[src/shared/adc_conv_pkg.sv]
package adc_conv_pkg;

  // register offsets
  localparam logic [3:0] RESULT_ADDR = 4'h0;
  localparam logic [3:0] OFFSET_ADDR = 4'h9;
  localparam logic [3:0] GAIN_ADDR   = 4'hA;

  // widths and field layout of the calibration registers
  localparam int RAW_W   = 16;
  localparam int CAL_W   = 24;
  localparam int CAL_LSB = 8;  // low byte is ignored by both corrections

  // reset values
  localparam logic [23:0] OFFSET_RESET = 24'h00_0000;
  localparam logic [23:0] GAIN_RESET   = 24'h80_0000;  // unity multiplier
  localparam logic [15:0] RESULT_RESET = 16'h0000;

  // timing counts in modulator clock periods
  localparam int STARTUP_PERIODS      = 256;
  localparam int GAIN_LATENCY_PERIODS = 15;

  // converter state field encodings
  localparam logic [1:0] MODE_SHUTDOWN = 2'b00;
  localparam logic [1:0] MODE_STANDBY  = 2'b10;
  localparam logic [1:0] MODE_CONVERT  = 2'b11;

  // converter sequencing states, gray along shutdown-startup-convert-delay
  typedef enum logic [2:0] {
    ST_SHUTDOWN = 3'b000,
    ST_STARTUP  = 3'b001,
    ST_CONVERT  = 3'b011,
    ST_DELAY    = 3'b010,
    ST_STANDBY  = 3'b110
  } conv_state_t;

endpackage

[src/logic/adc_conv_control.sv]
`timescale 1ns/1ps
// What this block does
// [RULE_01] with offset enabled, add the offset value to each raw code
// [RULE_02] with gain enabled, multiply the code by the gain value
// [RULE_03] each correction has its own enable; a disabled value has no effect
// [RULE_04] with both enabled, result is raw plus offset, then times gain
// [RULE_05] carry overflow bits; saturate only the final corrected value
// [RULE_06] offset is 24-bit two's complement; bits 23..8 are added
// [RULE_07] low byte of the offset is taken as zero
// [RULE_08] offset added by a 16-bit signed adder with no latency
// [RULE_09] offset enable or value change only affects the next result
// [RULE_10] gain is unsigned 24-bit; bits 23..8 over 32768 form the multiplier
// [RULE_11] low byte of the gain is taken as zero
// [RULE_12] gain uses add-and-shift on modulator clock, data ready 15 periods later
// [RULE_13] gain latency never delays the following conversion
// [RULE_14] gain enable or value change only affects the next result
// [RULE_15] single channel, mode 0x: one conversion then shutdown, field 0x
// [RULE_16] single channel, mode 10: one conversion then standby, field 10
// [RULE_17] sequenced, mode 0x or 10: one full cycle, then shutdown or standby
// [RULE_18] mode 11: continuous conversions or delayed repeated cycles, field stays 11
// [RULE_19] one-shot lasts one conversion time, two with chopping
// [RULE_20] one-shot data ready holds until the host reads the result
// [RULE_21] continuous single channel never stops or resets the filter
// [RULE_22] continuous: first data ready after one conversion time, then data rate
// [RULE_23] chopping turns continuous into back-to-back one-shots with reset
// [RULE_24] state field: 11 converting, 10 standby, 0x shutdown
// [RULE_25] leaving shutdown runs a 256 period start-up count before converting
// [RULE_26] clamp a final value outside 16-bit signed range to full scale
module adc_conv_control
  import adc_conv_pkg::*;
#(
  parameter int DIV                = 4,
  parameter int CONV_PERIODS       = 64,
  parameter int DR_PERIODS         = 32,
  parameter int SCAN_DELAY_PERIODS = 48
)(
  // clock and reset
  input  wire logic        mclk,
  input  wire logic        rst,
  // register port
  input  wire logic [3:0]  regAddr,
  input  wire logic        regWr,
  input  wire logic [23:0] regWrData,
  input  wire logic        regRd,
  output logic      [23:0] regRdData,
  // configuration bits
  input  wire logic        offsetCorrEnable,
  input  wire logic        gainCorrEnable,
  input  wire logic [1:0]  conversionModeSelect,
  input  wire logic        autoZeroChopping,
  input  wire logic        singleChannelMode,
  input  wire logic [3:0]  scanLength,
  input  wire logic        modeWr,
  input  wire logic [1:0]  modeWrData,
  // decimation filter side
  input  wire logic [15:0] rawCode,
  output logic             filterClear,
  output logic             convActive,
  // status
  output logic      [1:0]  converterState,
  output logic             irqN
);
  localparam int PW = RAW_W + 1 + RAW_W;

  conv_state_t          state_q;
  conv_state_t          target_q;
  logic [8:0]           startCnt_q;
  logic [23:0]          convCnt_q;
  logic [23:0]          delayCnt_q;
  logic [3:0]           chanCnt_q;
  logic                 firstDone_q;
  logic [23:0]          offset_q;
  logic [23:0]          gain_q;
  logic [15:0]          result_q;
  logic                 modEn;
  logic                 contMode;
  logic                 freeRun;
  logic                 lastInCycle;
  logic [23:0]          convLimit;
  logic                 eoc;
  logic signed [16:0]   sum;
  logic                 mulStart;
  logic                 mulBusy;
  logic                 mulDone;
  logic signed [PW-1:0] product;
  logic                 storeEv;
  logic [15:0]          storeVal;

  if (CONV_PERIODS <= GAIN_LATENCY_PERIODS || DR_PERIODS <= GAIN_LATENCY_PERIODS ||
      SCAN_DELAY_PERIODS < 1) begin : g_chk
    $error("conversion and data rate periods must exceed the gain latency");
  end

  // clamp an extended value to the 16-bit signed range
  function automatic logic [15:0] sat16(input logic signed [17:0] v);
    if (v > $signed(18'h0_7FFF)) begin
      return 16'h7FFF;
    end else if (v < $signed(18'h3_8000)) begin
      return 16'h8000;
    end else begin
      return v[15:0];
    end
  endfunction

  mod_clock_divider #(.DIV(DIV)) u_div (
    .mclk  (mclk),
    .rst   (rst),
    .modEn (modEn)
  );

  // mode decode and end of conversion timing
  assign contMode    = (conversionModeSelect == MODE_CONVERT);
  assign freeRun     = contMode && singleChannelMode && !autoZeroChopping;  // [RULE_21]
  assign lastInCycle = singleChannelMode || (chanCnt_q + 4'h1 >= scanLength);
  always_comb begin
    if (freeRun && firstDone_q) begin
      convLimit = 24'(DR_PERIODS);  // [RULE_22]
    end else if (autoZeroChopping) begin
      convLimit = 24'(2 * CONV_PERIODS);  // [RULE_19] [RULE_23]
    end else begin
      convLimit = 24'(CONV_PERIODS);  // [RULE_19]
    end
  end
  assign eoc = (state_q == ST_CONVERT) && modEn && (convCnt_q == convLimit - 24'h00_0001);

  // conversion sequencer and start-up timer
  always_ff @(posedge mclk) begin
    if (rst) begin
      state_q        <= ST_SHUTDOWN;
      target_q       <= ST_STANDBY;
      converterState <= MODE_SHUTDOWN;
      startCnt_q     <= 9'(STARTUP_PERIODS);
      convCnt_q      <= '0;
      delayCnt_q     <= '0;
      chanCnt_q      <= '0;
      firstDone_q    <= 1'b0;
      filterClear    <= 1'b0;
    end else begin
      filterClear <= 1'b0;
      if (modeWr && !modeWrData[1]) begin
        state_q        <= ST_SHUTDOWN;  // [RULE_24]
        converterState <= MODE_SHUTDOWN;
        startCnt_q     <= 9'(STARTUP_PERIODS);
      end else if (modeWr && state_q == ST_SHUTDOWN) begin
        state_q        <= ST_STARTUP;  // [RULE_25]
        target_q       <= modeWrData[0] ? ST_CONVERT : ST_STANDBY;
        converterState <= modeWrData;
      end else if (modeWr && state_q == ST_STARTUP) begin
        target_q       <= modeWrData[0] ? ST_CONVERT : ST_STANDBY;
        converterState <= modeWrData;
      end else if (modeWr && modeWrData[0] && state_q == ST_STANDBY) begin
        state_q        <= ST_CONVERT;
        converterState <= MODE_CONVERT;
        convCnt_q      <= '0;
        chanCnt_q      <= '0;
        firstDone_q    <= 1'b0;
        filterClear    <= 1'b1;
      end else if (modeWr && !modeWrData[0] && state_q != ST_STANDBY) begin
        state_q        <= ST_STANDBY;
        converterState <= MODE_STANDBY;
      end else begin
        unique case (state_q)
          ST_STARTUP: begin
            if (modEn) begin
              startCnt_q <= startCnt_q - 9'h001;  // [RULE_25]
              if (startCnt_q == 9'h001) begin
                state_q     <= target_q;
                convCnt_q   <= '0;
                chanCnt_q   <= '0;
                firstDone_q <= 1'b0;
                filterClear <= (target_q == ST_CONVERT);
              end
            end
          end
          ST_CONVERT: begin
            if (eoc) begin
              convCnt_q <= '0;  // [RULE_13]
              if (!lastInCycle) begin
                chanCnt_q   <= chanCnt_q + 4'h1;
                filterClear <= 1'b1;
              end else if (contMode && !singleChannelMode) begin
                state_q    <= ST_DELAY;  // [RULE_18]
                delayCnt_q <= '0;
              end else if (contMode) begin
                firstDone_q <= 1'b1;
                filterClear <= autoZeroChopping;  // [RULE_21] [RULE_23]
              end else if (conversionModeSelect[1]) begin
                state_q        <= ST_STANDBY;  // [RULE_16] [RULE_17]
                converterState <= MODE_STANDBY;
                chanCnt_q      <= '0;
              end else begin
                state_q        <= ST_SHUTDOWN;  // [RULE_15] [RULE_17]
                converterState <= MODE_SHUTDOWN;
                startCnt_q     <= 9'(STARTUP_PERIODS);
                chanCnt_q      <= '0;
              end
            end else if (modEn) begin
              convCnt_q <= convCnt_q + 24'h00_0001;
            end
          end
          ST_DELAY: begin
            if (modEn) begin
              delayCnt_q <= delayCnt_q + 24'h00_0001;
              if (delayCnt_q == 24'(SCAN_DELAY_PERIODS - 1)) begin
                state_q     <= ST_CONVERT;  // [RULE_18]
                convCnt_q   <= '0;
                chanCnt_q   <= '0;
                filterClear <= 1'b1;
              end
            end
          end
          ST_SHUTDOWN, ST_STANDBY: begin
          end
        endcase
      end
    end
  end

  // converting indicator
  always_ff @(posedge mclk) begin
    if (rst) begin
      convActive <= 1'b0;
    end else begin
      convActive <= (state_q == ST_CONVERT);
    end
  end

  // offset sum with one extra overflow bit, low byte of offset dropped
  assign sum = $signed({rawCode[15], rawCode}) +                             // [RULE_08]
               (offsetCorrEnable ? $signed({offset_q[23], offset_q[23:CAL_LSB]})  // [RULE_01] [RULE_03]
                                 : 17'sh0_0000);                             // [RULE_06] [RULE_07]
  assign mulStart = eoc && gainCorrEnable;  // [RULE_02] [RULE_04]

  gain_shift_multiplier #(.SUM_W(RAW_W + 1), .GAIN_W(RAW_W)) u_mul (
    .mclk    (mclk),
    .rst     (rst),
    .tick    (modEn),
    .start   (mulStart),
    .sumIn   (sum),
    .gainIn  (gain_q[23:CAL_LSB]),  // [RULE_10] [RULE_11]
    .busy    (mulBusy),
    .done    (mulDone),
    .product (product)
  );

  // select the value to store; saturation only on the final value
  assign storeEv = (eoc && !gainCorrEnable) || mulDone;  // [RULE_12]
  always_comb begin
    if (mulDone) begin
      storeVal = sat16(product[PW-1:15]);  // [RULE_05] [RULE_26]
    end else begin
      storeVal = sat16({sum[16], sum});  // [RULE_26]
    end
  end

  // result register, only rewritten with a data ready
  always_ff @(posedge mclk) begin
    if (rst) begin
      result_q <= RESULT_RESET;
    end else if (storeEv) begin
      result_q <= storeVal;  // [RULE_09] [RULE_14]
    end
  end

  // data ready line: a new result wins over a clear
  always_ff @(posedge mclk) begin
    if (rst) begin
      irqN <= 1'b1;
    end else if (storeEv) begin
      irqN <= 1'b0;
    end else if (regRd && regAddr == RESULT_ADDR) begin
      irqN <= 1'b1;  // [RULE_20]
    end else if (modEn && contMode) begin
      irqN <= 1'b1;
    end
  end

  // calibration registers and read data
  always_ff @(posedge mclk) begin
    if (rst) begin
      offset_q  <= OFFSET_RESET;
      gain_q    <= GAIN_RESET;
      regRdData <= '0;
    end else begin
      if (regWr && regAddr == OFFSET_ADDR) begin
        offset_q <= regWrData;
      end
      if (regWr && regAddr == GAIN_ADDR) begin
        gain_q <= regWrData;
      end
      if (regRd) begin
        unique case (regAddr)
          RESULT_ADDR: regRdData <= {8'h00, result_q};
          OFFSET_ADDR: regRdData <= offset_q;
          GAIN_ADDR:   regRdData <= gain_q;
          default:     regRdData <= '0;
        endcase
      end
    end
  end

  // helper: modulator ticks spent in the gain multiplier
  logic [4:0] gainTicks_q;
  always_ff @(posedge mclk) begin
    if (rst || mulStart) begin
      gainTicks_q <= '0;
    end else if (mulBusy && modEn) begin
      gainTicks_q <= gainTicks_q + 5'h01;
    end
  end

  property p_gain_latency;
    @(posedge mclk) disable iff (rst) mulDone |-> gainTicks_q == 5'(GAIN_LATENCY_PERIODS);
  endproperty
  a_gain_latency: assert property (p_gain_latency) else $error("gain latency wrong"); // [RULE_12]

  property p_offset_only;
    @(posedge mclk) disable iff (rst)
      (eoc && !gainCorrEnable && offsetCorrEnable)
        |=> result_q == $past(sat16(18'(signed'(rawCode)) + 18'(signed'(offset_q[23:CAL_LSB]))));
  endproperty
  a_offset_only: assert property (p_offset_only) else $error("offset result wrong"); // [RULE_01]

  property p_no_corr;
    @(posedge mclk) disable iff (rst)
      (eoc && !gainCorrEnable && !offsetCorrEnable) |=> result_q == $past(rawCode);
  endproperty
  a_no_corr: assert property (p_no_corr) else $error("uncorrected result wrong"); // [RULE_03]

  property p_offset_hold;
    @(posedge mclk) disable iff (rst)
      (regWr && regAddr == OFFSET_ADDR && !storeEv) |=> $stable(result_q);
  endproperty
  a_offset_hold: assert property (p_offset_hold) else $error("offset write moved result"); // [RULE_09]

  property p_gain_hold;
    @(posedge mclk) disable iff (rst)
      (regWr && regAddr == GAIN_ADDR && !storeEv) |=> $stable(result_q);
  endproperty
  a_gain_hold: assert property (p_gain_hold) else $error("gain write moved result"); // [RULE_14]

  property p_irq_hold;
    @(posedge mclk) disable iff (rst)
      (!irqN && !contMode && !(regRd && regAddr == RESULT_ADDR)) |=> !irqN;
  endproperty
  a_irq_hold: assert property (p_irq_hold) else $error("one-shot data ready dropped"); // [RULE_20]

  property p_oneshot_shutdown;
    @(posedge mclk) disable iff (rst)
      (eoc && lastInCycle && !modeWr && !conversionModeSelect[1])
        |=> state_q == ST_SHUTDOWN && converterState == MODE_SHUTDOWN;
  endproperty
  a_oneshot_shutdown: assert property (p_oneshot_shutdown) else $error("no shutdown"); // [RULE_15]

  property p_oneshot_standby;
    @(posedge mclk) disable iff (rst)
      (eoc && lastInCycle && !modeWr && conversionModeSelect == MODE_STANDBY)
        |=> state_q == ST_STANDBY && converterState == MODE_STANDBY;
  endproperty
  a_oneshot_standby: assert property (p_oneshot_standby) else $error("no standby"); // [RULE_16]

  property p_startup_done;
    @(posedge mclk) disable iff (rst)
      (state_q == ST_STARTUP ##1 state_q == ST_CONVERT) |-> $past(startCnt_q) == 9'h001;
  endproperty
  a_startup_done: assert property (p_startup_done) else $error("start-up cut short"); // [RULE_25]

  property p_state_code;
    @(posedge mclk) disable iff (rst) converterState != 2'b01;
  endproperty
  a_state_code: assert property (p_state_code) else $error("illegal state field"); // [RULE_24]

  c_gain_store: cover property (@(posedge mclk) disable iff (rst) mulDone);
  c_read_clear: cover property (@(posedge mclk) disable iff (rst) !irqN ##1 irqN && !contMode);
  c_scan_delay: cover property (@(posedge mclk) disable iff (rst) state_q == ST_DELAY);
  c_free_run:   cover property (@(posedge mclk) disable iff (rst) eoc && freeRun && firstDone_q);
endmodule

[src/logic/gain_shift_multiplier.sv]
`timescale 1ns/1ps
module gain_shift_multiplier #(
  parameter int SUM_W  = 17,
  parameter int GAIN_W = 16
)(
  // clock and reset
  input  wire logic                      mclk,
  input  wire logic                      rst,
  input  wire logic                      tick,
  // operands
  input  wire logic                      start,
  input  wire logic signed [SUM_W-1:0]   sumIn,
  input  wire logic [GAIN_W-1:0]         gainIn,
  // result
  output logic                           busy,
  output logic                           done,
  output logic signed [SUM_W+GAIN_W-1:0] product
);
  localparam int PW = SUM_W + GAIN_W;
  localparam int SW = $clog2(GAIN_W);

  logic signed [PW-1:0] mcand_q;
  logic [GAIN_W-1:0]    mult_q;
  logic [SW-1:0]        steps_q;

  if (GAIN_W < 2) begin : g_chk
    $error("gain width must be at least 2");
  end

  // bit 0 is added at start, then one bit per tick: GAIN_W-1 ticks in all
  always_ff @(posedge mclk) begin
    if (rst) begin
      busy    <= 1'b0;
      done    <= 1'b0;
      product <= '0;
      mcand_q <= '0;
      mult_q  <= '0;
      steps_q <= '0;
    end else begin
      done <= 1'b0;
      if (start) begin
        busy    <= 1'b1;
        product <= gainIn[0] ? PW'(sumIn) : '0;
        mcand_q <= PW'(sumIn) <<< 1;
        mult_q  <= gainIn >> 1;
        steps_q <= SW'(GAIN_W - 1);
      end else if (busy && tick) begin
        if (mult_q[0]) begin
          product <= product + mcand_q;
        end
        mcand_q <= mcand_q <<< 1;
        mult_q  <= mult_q >> 1;
        steps_q <= steps_q - 1'b1;
        if (steps_q == SW'(1)) begin
          busy <= 1'b0;
          done <= 1'b1;
        end
      end
    end
  end
endmodule

[src/logic/mod_clock_divider.sv]
`timescale 1ns/1ps
module mod_clock_divider #(
  parameter int DIV = 4
)(
  // clock and reset
  input  wire logic mclk,
  input  wire logic rst,
  // modulator clock enable, one pulse every DIV cycles
  output logic      modEn
);
  localparam int CW = $clog2(DIV);

  logic [CW-1:0] cnt_q;

  if (DIV < 2) begin : g_chk
    $error("divider ratio must be at least 2");
  end

  // free running divider of the master clock
  always_ff @(posedge mclk) begin
    if (rst) begin
      cnt_q <= '0;
      modEn <= 1'b0;
    end else if (cnt_q == CW'(DIV - 1)) begin
      cnt_q <= '0;
      modEn <= 1'b1;
    end else begin
      cnt_q <= cnt_q + 1'b1;
      modEn <= 1'b0;
    end
  end
endmodule

[config.mk]
export PLATFORM = sky130hd
export DESIGN_NAME = adc_conv_control
export DESIGN_NICKNAME = d
export VERILOG_FILES = /design/src/shared/adc_conv_pkg.sv /design/src/logic/adc_conv_control.sv /design/src/logic/gain_shift_multiplier.sv /design/src/logic/mod_clock_divider.sv
export SDC_FILE = /design/constraint.sdc
export NUM_CORES = 1
export LEC_CHECK = 0
export BUFFER_PORTS_ARGS = -buffer_cell sky130_fd_sc_hd__buf_2
export CORE_MARGIN = 1.5
export CORE_UTILIZATION = 40
export CTS_CLUSTER_SIZE = 14
export DETAILED_ROUTE_END_ITERATION = 10
export PLACE_DENSITY_LB_ADDON = 0.15
export SETUP_SLACK_MARGIN = 0.5
export SYNTH_ARGS = -nofsm -noshare
export SYNTH_HDL_FRONTEND = slang
export SYNTH_HIERARCHICAL = 1
export SYNTH_SLANG_ARGS = --single-unit
[constraint.sdc]
create_clock -name mclk -period 4.55 [get_ports mclk]
set_input_delay 0.91 -clock mclk [delete_from_list [all_inputs] [get_ports mclk]]
set_output_delay 0.91 -clock mclk [all_outputs]
set_load 0.05 [all_outputs]
==> results by stage, run 1 <==
Placement:
- The standard cell area after detailed placement is 0.0145 mm2.
- The final weighted congestion in routability-driven placement is 0.854.
- The final HPWL from detailed placement is 27,400 um.
- The count of buffers from port buffering is 89.
- Timing analysis after detailed placement gives a worst setup slack of 0.533 ns.

Worst setup path:
- At the worst endpoint, the required time is 5.03 ns.
- The critical path launch point type is a flip-flop.
- The signal arrival time at the worst endpoint is 4.25 ns.
- The maximum fanout along the worst path is 27.
- The logic depth of the worst register-to-register path is 7.
- The worst setup path is of the flip-flop to flip-flop kind.
- The worst register-to-register path begins at state_q[1].
- The element type at the critical path end is a flip-flop.
- Setup slack on the worst reg-to-reg path comes out at 0.78 ns.
- The worst register-to-register path ends at delayCnt_q[23].

STA:
- After layout, the minimum clock period comes to 3.77 ns.
- Setup repair after global routing left no endpoint under its margin.
- Derived from the worst setup path, the maximum achievable clock frequency is 0.265 GHz.
- Headroom to the max-slew limit came out at 0.236.
- The final sum of negative setup slack is 0 ns.
- The transition time at the pin with the least slew margin is 1.15 ns.
- The final hold slack is 0.444 ns.
- Setup violations remaining at the end of the flow were counted as 0.
- The max-slew violation count is 0.
- The largest clock skew in the final design is 0.0109 ns.
- The post-route clock period utilization is 0.828.
- Setup slack closes at 0.781 ns.
- The final-report hold violation count is 0.

Die:
- The vertical extent of the die is 188 um.
- 90 I/O pins were placed.
- The starting utilization of the core area is 0.408.
- The die covers 0.0355 mm2.
- The floorplan has 67 rows.
- From left edge to right edge, the die measures 188 um.
- The core region is 0.0337 mm2.

GRT:
- The first global-routing pass estimated 65,400 um of wire.
- The total track usage is 0.221.
- The total overflow reported by the global router is 0.
- The number of global-route vias before repair was 12,400.
- The number of antenna violations at the first check in global routing is 0.
- The largest net degree at the start of global routing is 54.

Detailed routing:
- The post-detailed-route via-to-cell ratio is 5.75.
- The wire length after detailed routing is 39,700 um.
- The violation count after the first detailed-route iteration is 1,047.
- The via total after detailed routing is 13,000.
- Dividing the detail-routed wire length by the instance count gives 17.6 um.
- After detailed routing, the number of remaining DRC violations is 0.
- Before antenna repair, the detailed router went through 7 iterations.
- The residual antenna-violating net count after detailed routing is 0.

Pwr:
- The total power draw is 4.89 mW.
- For this design the ratio of total power to cell area is 316 mW/mm2.
- The leakage component of the power is 5.93 nW.
- The maximum ir drop on the vdd rail is 0.000270 V.

Synthesis:
- The synthesized area is 0.0137 mm2.
- Synthesis produced a netlist with a net count of 1,879.
- After synthesis, the mean cell area works out to 7.82 um2.
- The Yosys step of the flow raised 6 warnings.
- The gate count of the mapped netlist is 1,757.

Clock tree:
- The latest clock arrival within the worst-skew pair is 0.55 ns.
- After clock tree synthesis, the clock-pin slew on the worst setup and hold paths is 0.06 ns.
- CTS built an H-tree with a depth of 1.
- The total CTS buffers is 28.
- The number of hold buffers added after CTS was 0.
- The longest clock path from root to sink contains 3 buffers.
- TritonCTS built the clock tree.
- The root cell of the clock tree is sky130_fd_sc_hd__clkbuf_16.
- The clock sink total is 248.

Finish:
- The layout overhead on the synthesized area is 12.7%.
- The cell area after layout is 0.0155 mm2.
- At the end of the flow, the number of nets in the layout was 1,908.
- The number of inserted diodes is 0.
- In the final layout, the share of cells above drive strength 1 is 0.113.

Worst hold path:
- The worst min-delay path category is flip-flop to flip-flop.
- For hold timing, the worst endpoint is u_div/cnt_q[0].
- The hold path startpoint is u_div/cnt_q[0].
- Counting instances, the worst hold path has a depth of 1.

Run status:
- The flow ran to the end, and the final reports show no timing, DRC or antenna violations.

Job:
- Max-cap violations in this run came to 0.
==> where the power goes <==
part           switching [mW]  total, mW  internal [mW]
clock network           0.929       2.33           1.40
logic                   0.241      0.347          0.106
registers              0.0254       2.22           2.19
==> what timing repair did <==
action / 4_1_cts / 5_1_grt
buffers inserted: 0 / 0
resized for setup: 0 / 2
endpoints found under the hold margin: 0 / 0
setup endpoints to repair: 0 / 15
==> worst max-delay path, stage by stage (launching register included) <==
cell and delay, ns:
sky130_fd_sc_hd__dfxtp_1 0.70, sky130_fd_sc_hd__and3b_2 0.50, sky130_fd_sc_hd__nand4_1 0.21, sky130_fd_sc_hd__a2111oi_4 0.44, sky130_fd_sc_hd__a21oi_2 0.16, sky130_fd_sc_hd__or4_2 1.01
sky130_fd_sc_hd__nor4_1 0.42, sky130_fd_sc_hd__mux2i_1 0.23
==> per-stage QoR <==
stage,util,cells
floorplan,-,1757
detailed placement,0.431,2204
CTS,0.460,2255
finish,0.460,2255
global placement,0.431,2204
global route,0.460,2255
==> flip-flops by register name, summed over array words and instances (netlist names), 15 cells and up <==
signal         flops
gain_q            24
offset_q          24
delayCnt_q        24
convCnt_q         24
u_mul/mult_q      15
u_mul/product     32
result_q          16
u_mul/mcand_q     32
regRdData         24
==> layer usage <==
layer | vias to the layer above | track usage | wire length [um]
met5 | - | 0 | 0
met3 | 52 | 0.0242 | 2060
met1 | 6140 | 0.306 | 18500
met2 | 371 | 0.367 | 18300
met4 | 0 | 0.0556 | 914
li1 | 6394 | - | -
==> final cells by class <==
class,count,area (um2)
fill,3430,18200
multi-input combinational,1360,8250
sequential,248,4970
clock buffer,42,855
timing repair buffer,115,643
tap,448,561
inverter,33,124
clock inverter,9,97.6
==> placed cells by master, fill, tap and decap left out, types with 9 or more instances in the layout <==
master,n
sky130_fd_sc_hd__a211oi_1,10
sky130_fd_sc_hd__a21o_1,19
sky130_fd_sc_hd__a21oi_1,231
sky130_fd_sc_hd__a221o_1,10
sky130_fd_sc_hd__a221oi_1,12
sky130_fd_sc_hd__a222oi_1,16
sky130_fd_sc_hd__and2_1,23
sky130_fd_sc_hd__and3_1,13
sky130_fd_sc_hd__buf_2,88
sky130_fd_sc_hd__buf_4,27
sky130_fd_sc_hd__clkbuf_16,29
sky130_fd_sc_hd__dfxtp_1,247
sky130_fd_sc_hd__ha_1,59
sky130_fd_sc_hd__inv_1,32
sky130_fd_sc_hd__mux2i_1,22
sky130_fd_sc_hd__nand2_1,219
sky130_fd_sc_hd__nand2b_1,24
sky130_fd_sc_hd__nand3_1,86
sky130_fd_sc_hd__nand4_1,15
sky130_fd_sc_hd__nor2_1,202
sky130_fd_sc_hd__nor3_1,29
sky130_fd_sc_hd__nor4_1,36
sky130_fd_sc_hd__nor4b_1,9
sky130_fd_sc_hd__o211ai_1,14
sky130_fd_sc_hd__o21a_1,12
sky130_fd_sc_hd__o21ai_0,72
sky130_fd_sc_hd__o221ai_1,15
sky130_fd_sc_hd__xnor2_1,61
sky130_fd_sc_hd__xor2_1,13
==> how the worst max path moves through the flow <==
| stage | endpoint | slack [ns] | cells past startpoint | start |
|---|---|---|---|---|
| 6_report | delayCnt_q[23] | 0.78 | 7 | state_q[1] |
| 4_1_cts | delayCnt_q[23] | 0.63 | 7 | state_q[1] |
| 2_1_floorplan | u_mul/product[29] | 0.54 | 17 | offsetCorrEnable |
| 5_1_grt | delayCnt_q[21] | 0.53 | 7 | state_q[1] |
| 3_5_place_dp | delayCnt_q[23] | 0.53 | 8 | conversionModeSelect[1] |
| 3_3_place_gp | delayCnt_q[9] | 0.60 | 8 | conversionModeSelect[1] |
Note: power is estimated with default switching activity, not from simulation.
==> inputs of run 2 (changes only) <==
==> constraint.sdc (replaced) <==
create_clock -name mclk -period 3.35 [get_ports mclk]
set_input_delay 0.67 -clock mclk [delete_from_list [all_inputs] [get_ports mclk]]
set_output_delay 0.67 -clock mclk [all_outputs]
set_load 0.05 [all_outputs]
==> run 2 against run 1 <==
Compared with the run above: maximum frequency rose by 33%; die area did not move; clock skew rose by 0.018 ns; routed wire length is 5.1% higher; highest routed layer unchanged; via count up 1.9%; utilization is 3.4 points higher; cell count rose by 3.1%.
==> results by stage, run 2 (same netlist as run 1, synthesis figures left out) <==
Run status:
- The run finished with clean final reports.

GRT:
- The total track usage is 0.224.
- The first global-routing pass estimated 65,600 um of wire.
- After global routing the overflow that remains totals 0.
- The number of antenna violations at the first check in global routing is 0.
- Entering global routing, the biggest net connects 50 pins.
- The number of global-route vias before repair is 12,300.

Pwr:
- The internal power of the cells totals 5.13 mW.
- Of the total power, the share spent switching nets is 0.246.
- Of the total power, registers draw 0.441.
- In this run the static leakage power is 6.44 nW.
- The clock network fraction of design power is 0.479.
- The analysis attributes to net switching a power of 1.68 mW.
- For this design the ratio of total power to cell area is 410 mW/mm2.
- The part of the power in combinational logic is 0.080.
- The worst-case IR drop observed on VDD is 0.000402 V.

Placement:
- The count of buffers from port buffering is 89.
- Including well taps, the total number of placed cells is 2,242.
- Summing all placed instances gives a cell area of 0.0150 mm2.
- The final HPWL from detailed placement is 28,500 um.
- The final weighted congestion in routability-driven placement is 0.902.

Finish:
- Leaving out filler cells and counting taps, the final layout contains 2,324.
- The number of inserted diodes is 0.
- Leaving out fill and tap cells, the most frequent cells in the layout are sky130_fd_sc_hd__dfxtp_1, sky130_fd_sc_hd__a21oi_1, sky130_fd_sc_hd__nand2_1.
- The layout has 3,347 filler cells.
- The cell area after layout is 0.0166 mm2.
- The largest registers in the layout are u_mul/mcand_q x32, u_mul/product x32.
- The layout overhead on the synthesized area is 21.0%.
- The sequential cells in the finished layout cover a total of 0.00499 mm2.
- The number of nets in the layout is 1,975.
- The multi-input gate area in the final layout is 0.00871 mm2.
- The share of final-layout standard cells stronger than drive strength 1 is 0.187.
- The commonest non-fill, non-tap cell in the layout is sky130_fd_sc_hd__dfxtp_1.

Clock tree:
- The tree is rooted in a sky130_fd_sc_hd__clkbuf_16.
- The maximum count of clock buffers along a single path is 3.
- The clock transition at the registers of the reported paths is 0.06 ns.
- Clock latency on the worst-skew pair, taken at its later pin, is 0.56 ns.
- The number of buffers inserted for hold repair after clock tree synthesis is 0.
- In this run the number of H-tree levels came out at 1.
- The clock sink total is 248.
- TritonCTS built the clock tree.
- The total CTS buffers is 29.

Worst setup path:
- The signal on the critical path passes through and2_4 > ha_4 > inv_2 > fa_2 > nor2b_2 > o31a_1 > o21a_1 > o2111ai_2 > nand2_2 > nand2_4 > a21oi_4 > buf_6 > nand2_1 > o221a_2.
- The cell with the biggest individual delay on the critical path is sky130_fd_sc_hd__dfxtp_2.
- STA classifies the critical path startpoint as a flip-flop.
- The stage delay of the slowest cell on the critical path is 0.35 ns.
- The signal arrival time at the worst endpoint is 3.28 ns.
- The kind of critical path is flip-flop to flip-flop.
- The maximum fanout along the worst path is 8.
- STA puts the critical path data required time at 3.80 ns.
- The worst setup path is captured at a flip-flop.

Detailed routing:
- The post-detailed-route via-to-cell ratio is 5.68.
- In this run the remaining antenna-violating nets after routing total 0.
- The detailed-routing iteration count for the pre-antenna-repair pass is 5.
- The via total after detailed routing is 13,200.
- The detailed router finished its first iteration with 946 violations.
- The routed design has 41,800 um of wire.
- The mean routed wirelength per cell is 18.0 um.
- For this run, design rule violations remaining after detail routing come to 0.

STA:
- The transition time at the pin with the least slew margin is 1.06 ns.
- The clock period minus final worst setup slack is 2.83 ns.
- Setup repair after global routing could not meet its margin everywhere.
- The final-report hold violation count came to 0.
- The highest attainable clock frequency is 0.353 GHz.
- The count of final setup violators is 0.
- The post-route clock period utilization is 0.845.
- On the final layout, the worst clock skew is 0.0288 ns.
- Headroom to the max-slew limit came out at 0.290.
- The max-slew violation count is 0.

Die:
- From left edge to right edge, the die measures 188 um.
- The placement row count is 67.
- The vertical extent of the die is 188 um.
- The starting utilization of the core area is 0.408.
- The die area is 0.0355 mm2.
- The area of the placeable core is 0.0337 mm2.
- The total I/O pin count is 90.

Worst hold path:
- The tightest min-delay check is of the primary input to flip-flop type.

Job:
- The number of max-cap violations is 0.
==> run 2: final timing paths <==
kind / start / cells past startpoint / slack [ns] / end
setup / recovery: offset_q[8] / 14 / 0.52 / u_mul/product[32]
hold / removal: regWrData[23] / 3 / 0.34 / gain_q[23]
setup reg to reg: offset_q[8] / 14 / 0.52 / u_mul/product[32]
hold reg to reg: u_div/cnt_q[0] / 1 / 0.44 / u_div/cnt_q[0]
==> run 2: power by group through the flow <==
stage                     Clock (mW)  Sequential [mW]  Combinational, mW
final                           3.26             3.00              0.542
after global routing            3.48             3.00              0.587
after CTS                       3.34             3.00              0.512
after detailed placement           0             3.07              0.508
after global placement             0             3.07              0.507
after floorplan                    0             3.08              0.300
==> run 2: repair_timing <==
action / 4_1_cts / 5_1_grt
gates resized for setup: 26 / 77
gates cloned: 0 / 4
pin swaps: 18 / 34
endpoints found under the setup margin: 45 / 108
buffers inserted: 3 / 21
==> run 2: final cells by class <==
class                   instances  area share
well taps                     448      0.0337
clock buffers                  40      0.0503
clock inverters                14     0.00918
repair buffers                181      0.0754
flip-flops and latches        248       0.300
multi-input cells            1360       0.524
inverters                      33     0.00768
==> run 2: stage by stage <==
stage / util / total power [mW] / TNS, ns / setup WS (ns) / hold WS [ns]
after global routing: 0.493 / 7.07 / 0 / 0.378 / 0.348
after CTS: 0.477 / 6.85 / 0 / 0.499 / 0.330
after global placement: 0.444 / 3.57 / 0 / 0.0617 / 0.417
after detailed placement: 0.444 / 3.57 / -0.0132 / -0.0132 / 0.428
final: 0.493 / 6.81 / 0 / 0.519 / 0.345
after floorplan: - / 3.38 / 0 / 0.147 / 0.403
==> run 2: routing by layer <==
| metal | vias to the layer above | share of wire | track usage |
|---|---|---|---|
| met4 | 0 | 0.017 | 0.0491 |
| li1 | 6529 | - | - |
| met2 | 330 | 0.47 | 0.376 |
| met1 | 6292 | 0.47 | 0.309 |
| met3 | 54 | 0.044 | 0.0248 |
| met5 | - | 0 | 0 |
==> run 2: worst max-delay path: cells and delay by family (launching register included) <==
| kind | cells | cell delay (ns) |
|---|---|---|
| DFF | 1 | 0.35 |
| adders and majority gates | 2 | 0.48 |
| AOI/OAI and AO/OA | 5 | 1.15 |
| and+or+nand+nor | 5 | 0.55 |
| buffers and inverters | 2 | 0.20 |
==> inputs of run 3 (changes only) <==
==> constraint.sdc (replaced) <==
create_clock -name mclk -period 2.5 [get_ports mclk]
set_input_delay 0.5 -clock mclk [delete_from_list [all_inputs] [get_ports mclk]]
set_output_delay 0.5 -clock mclk [all_outputs]
set_load 0.05 [all_outputs]
==> run 3 against run 2 <==
Compared with the run above: the run now ends with negative setup slack left; cell count grew 12%; critical path depth down 2; global-route usage increased by 3.7 points; setup slack worse by 0.85 ns; clock power is 21% higher; sequential power grew 33%; sequential cell count unchanged; critical path type unchanged; largest cell class unchanged.
==> results by stage, run 3 (same netlist as run 1, synthesis figures left out) <==
Clock tree:
- The cell sitting at the root of the clock tree is a sky130_fd_sc_hd__clkbuf_16.
- TritonCTS built the clock tree.
- The number of buffers inserted for hold repair after clock tree synthesis is 0.
- In this run, CTS created clock tree buffers numbering 29.
- The clock transition at the registers of the reported paths is 0.06 ns.
- The total number of H-tree levels is 1.
- The clock net in this run drives a total of 248 sinks.
- The later pin in the worst-skew pair is clocked with a latency of 0.55 ns.
- The maximum count of clock buffers along a single path is 3.

Die:
- The floorplan step defined a die boundary enclosing 0.0355 mm2.
- The placement row count is 67.
- The starting utilization of the core area is 0.408.
- The total I/O pin count is 90.
- The chip width is 188 um.
- The vertical extent of the die is 188 um.
- The total area inside the core boundary comes to 0.0337 mm2.

Pwr:
- The maximum ir drop on the vdd rail is 0.000445 V.
- For this design the static power due to leakage is 8.35 nW.
- The total power per unit cell area is 427 mW/mm2.

Worst setup path:
- For the worst setup path, the data arrival time is 3.31 ns.
- STA classifies the critical path startpoint as a flip-flop.
- The total buffers and inverters traversed by the critical path is 1.
- The element type at the critical path end is a flip-flop.
- The critical path goes through ha_4 > fa_2 > a21oi_2 > o21ai_2 > or2_4 > a221o_1 > a311oi_4 > nor2_4 > a31oi_4 > buf_6 > nand4_1 > a31oi_1.
- The endpoint required time on the critical path is 2.99 ns.
- In this design, the largest share of critical-path delay is due to compound AO/OA/AOI/OAI gates.
- The kind of critical path is flip-flop to flip-flop.
- On the critical path, the stage with the largest delay is an instance of sky130_fd_sc_hd__a221o_1.
- The maximum fanout along the worst path is 3.
- The stage delay of the slowest cell on the critical path is 0.42 ns.

Placement:
- The final HPWL from detailed placement is 31,800 um.
- The number of placed instances, taps included, is 2,458.
- Routability-driven placement finished with a final weighted congestion of 0.911.
- The count of buffers from port buffering is 89.

Detailed routing:
- The residual antenna-violating net count after detailed routing is 0.
- For this run, design rule violations remaining after detail routing come to 0.
- The detailed-routing iteration count for the pre-antenna-repair pass is 9.
- In this run, the number of DRC markers left after iteration 0 of detailed routing was 1,089.
- The wire length after detailed routing is 49,200 um.
- Dividing the detail-routed via count by the number of cells gives 5.67.
- The mean routed wirelength per cell is 18.8 um.
- The via total after detailed routing is 14,800.

STA:
- Across all setup checks in the final design, the least slack found is -0.328 ns.
- The clock period minus final worst setup slack is 2.83 ns.
- Setup violations remaining at the end of the flow were counted as 127.
- Setup repair after global routing could not meet its margin everywhere.
- At the pin with the least slew margin, the transition time is 1.02 ns.
- The final-report hold violation count was 0.
- The final hold slack is 0.196 ns.
- The largest clock skew in the final design is 0.0156 ns.
- The highest attainable clock frequency is 0.354 GHz.
- The post-route clock period utilization is 1.13.
- The max-slew violation count was 0.
- Headroom to the max-slew limit came out at 0.314.

Run status:
- The flow ran to the end, but the final reports show violations.
- The checks that failed: negative setup slack.

Finish:
- The layout overhead on the synthesized area is 52.8%.
- The largest registers in the layout are u_mul/mcand_q x32, u_mul/product x32.
- The commonest non-fill, non-tap cell in the layout is sky130_fd_sc_hd__buf_4.
- The layout has 2,837 filler cells.
- Leaving out filler cells and counting taps, the final layout contains 2,612.
- The library cells used most frequently in the layout, excluding fill and tap cells, are sky130_fd_sc_hd__buf_4, sky130_fd_sc_hd__dfxtp_1, sky130_fd_sc_hd__nand2_1.
- After the last flow step, the layout net total stands at 2,267.
- The share of final-layout standard cells stronger than drive strength 1 is 0.394.

GRT:
- The largest net degree at the start of global routing is 90.
- The number of antenna violations at the first check in global routing is 3.
- The number of global-route vias before repair is 14,100.
- The first global-routing pass estimated 75,600 um of wire.
- The total overflow reported by the global router is 0.
- For this run, the total global-route usage over all layers was measured as 0.261.

Worst hold path:
- The min-delay analysis places its worst path in the category primary input to flip-flop.

Job:
- Max-cap violations in this run came to 0.
## run 3: cell types whose count changed in the layout (fill, tap and decap cells not counted), sizes merged
cell and delta:
clkinv -1, bufinv -3, clkbuf +5, buf +286, diode +1, clkinvlp -1
bufbuf +1
## run 3: worst register-to-register path, cell delays in order, from the launching register on
cell                       delay [ns]
sky130_fd_sc_hd__dfxtp_2         0.34
sky130_fd_sc_hd__ha_4            0.16
sky130_fd_sc_hd__fa_2            0.36
sky130_fd_sc_hd__a21oi_2         0.19
sky130_fd_sc_hd__o21ai_2         0.08
sky130_fd_sc_hd__or2_4           0.25
sky130_fd_sc_hd__a221o_1         0.42
sky130_fd_sc_hd__a311oi_4        0.33
sky130_fd_sc_hd__nor2_4          0.07
sky130_fd_sc_hd__a31oi_4         0.19
sky130_fd_sc_hd__buf_6           0.13
sky130_fd_sc_hd__nand4_1         0.09
sky130_fd_sc_hd__a31oi_1         0.16
## run 3: stage by stage
stage	util	TNS (ns)	setup WS, ns	area (um2)	total power [mW]
2_1_floorplan	-	-20.41	-0.530	14600	4.56
3_5_place_dp	0.506	-38.73	-0.483	17100	4.92
6_report	0.623	-16.09	-0.328	21000	8.97
5_1_grt	0.623	-30.63	-0.467	21000	9.27
3_3_place_gp	0.506	-34.28	-0.490	17100	4.91
4_1_cts	0.588	-8.51	-0.304	19800	8.95
## run 3: final cells by class
class                           instances  area (um2)  share of cell area
Multi-Input combinational cell       1360       10100               0.481
Sequential cell                       248        5010               0.238
Timing Repair Buffer                  473        4340               0.207
Clock buffer                           40         797              0.0379
Tap cell                              448         561              0.0267
Inverter                               33         140             0.00667
Clock inverter                          9        55.1             0.00262
Antenna cell                            1        2.50            0.000119
## run 3: power breakdown
group | switching (mW) | internal [mW]
combinational | 0.608 | 0.412
sequential | 0.0236 | 3.98
clock | 1.73 | 2.21
## run 3: final timing paths
kind / start / to / slack [ns] / depth (start not counted)
hold / removal: regWrData[2] / offset_q[2] / 0.20 / 3
setup reg to reg: u_mul/mcand_q[1] / u_mul/product[31] / -0.33 / 12
hold reg to reg: u_div/cnt_q[0] / u_div/cnt_q[0] / 0.43 / 1
setup / recovery: u_mul/mcand_q[1] / u_mul/product[31] / -0.33 / 12
## run 3: timing repair
item | CTS | global route
pin swaps | 99 | 67
setup endpoints to repair | 170 | 170
resized for setup | 257 | 160
gates cloned | 18 | 6
buffers inserted | 46 | 34
## run 3: per-layer routing
layer / vias to the layer above / part of all wire / global-route usage
met5: - / 0.00049 / 0
met4: 4 / 0.030 / 0.0726
met3: 97 / 0.060 / 0.0361
met2: 444 / 0.48 / 0.448
met1: 7121 / 0.43 / 0.343
li1: 7136 / - / -
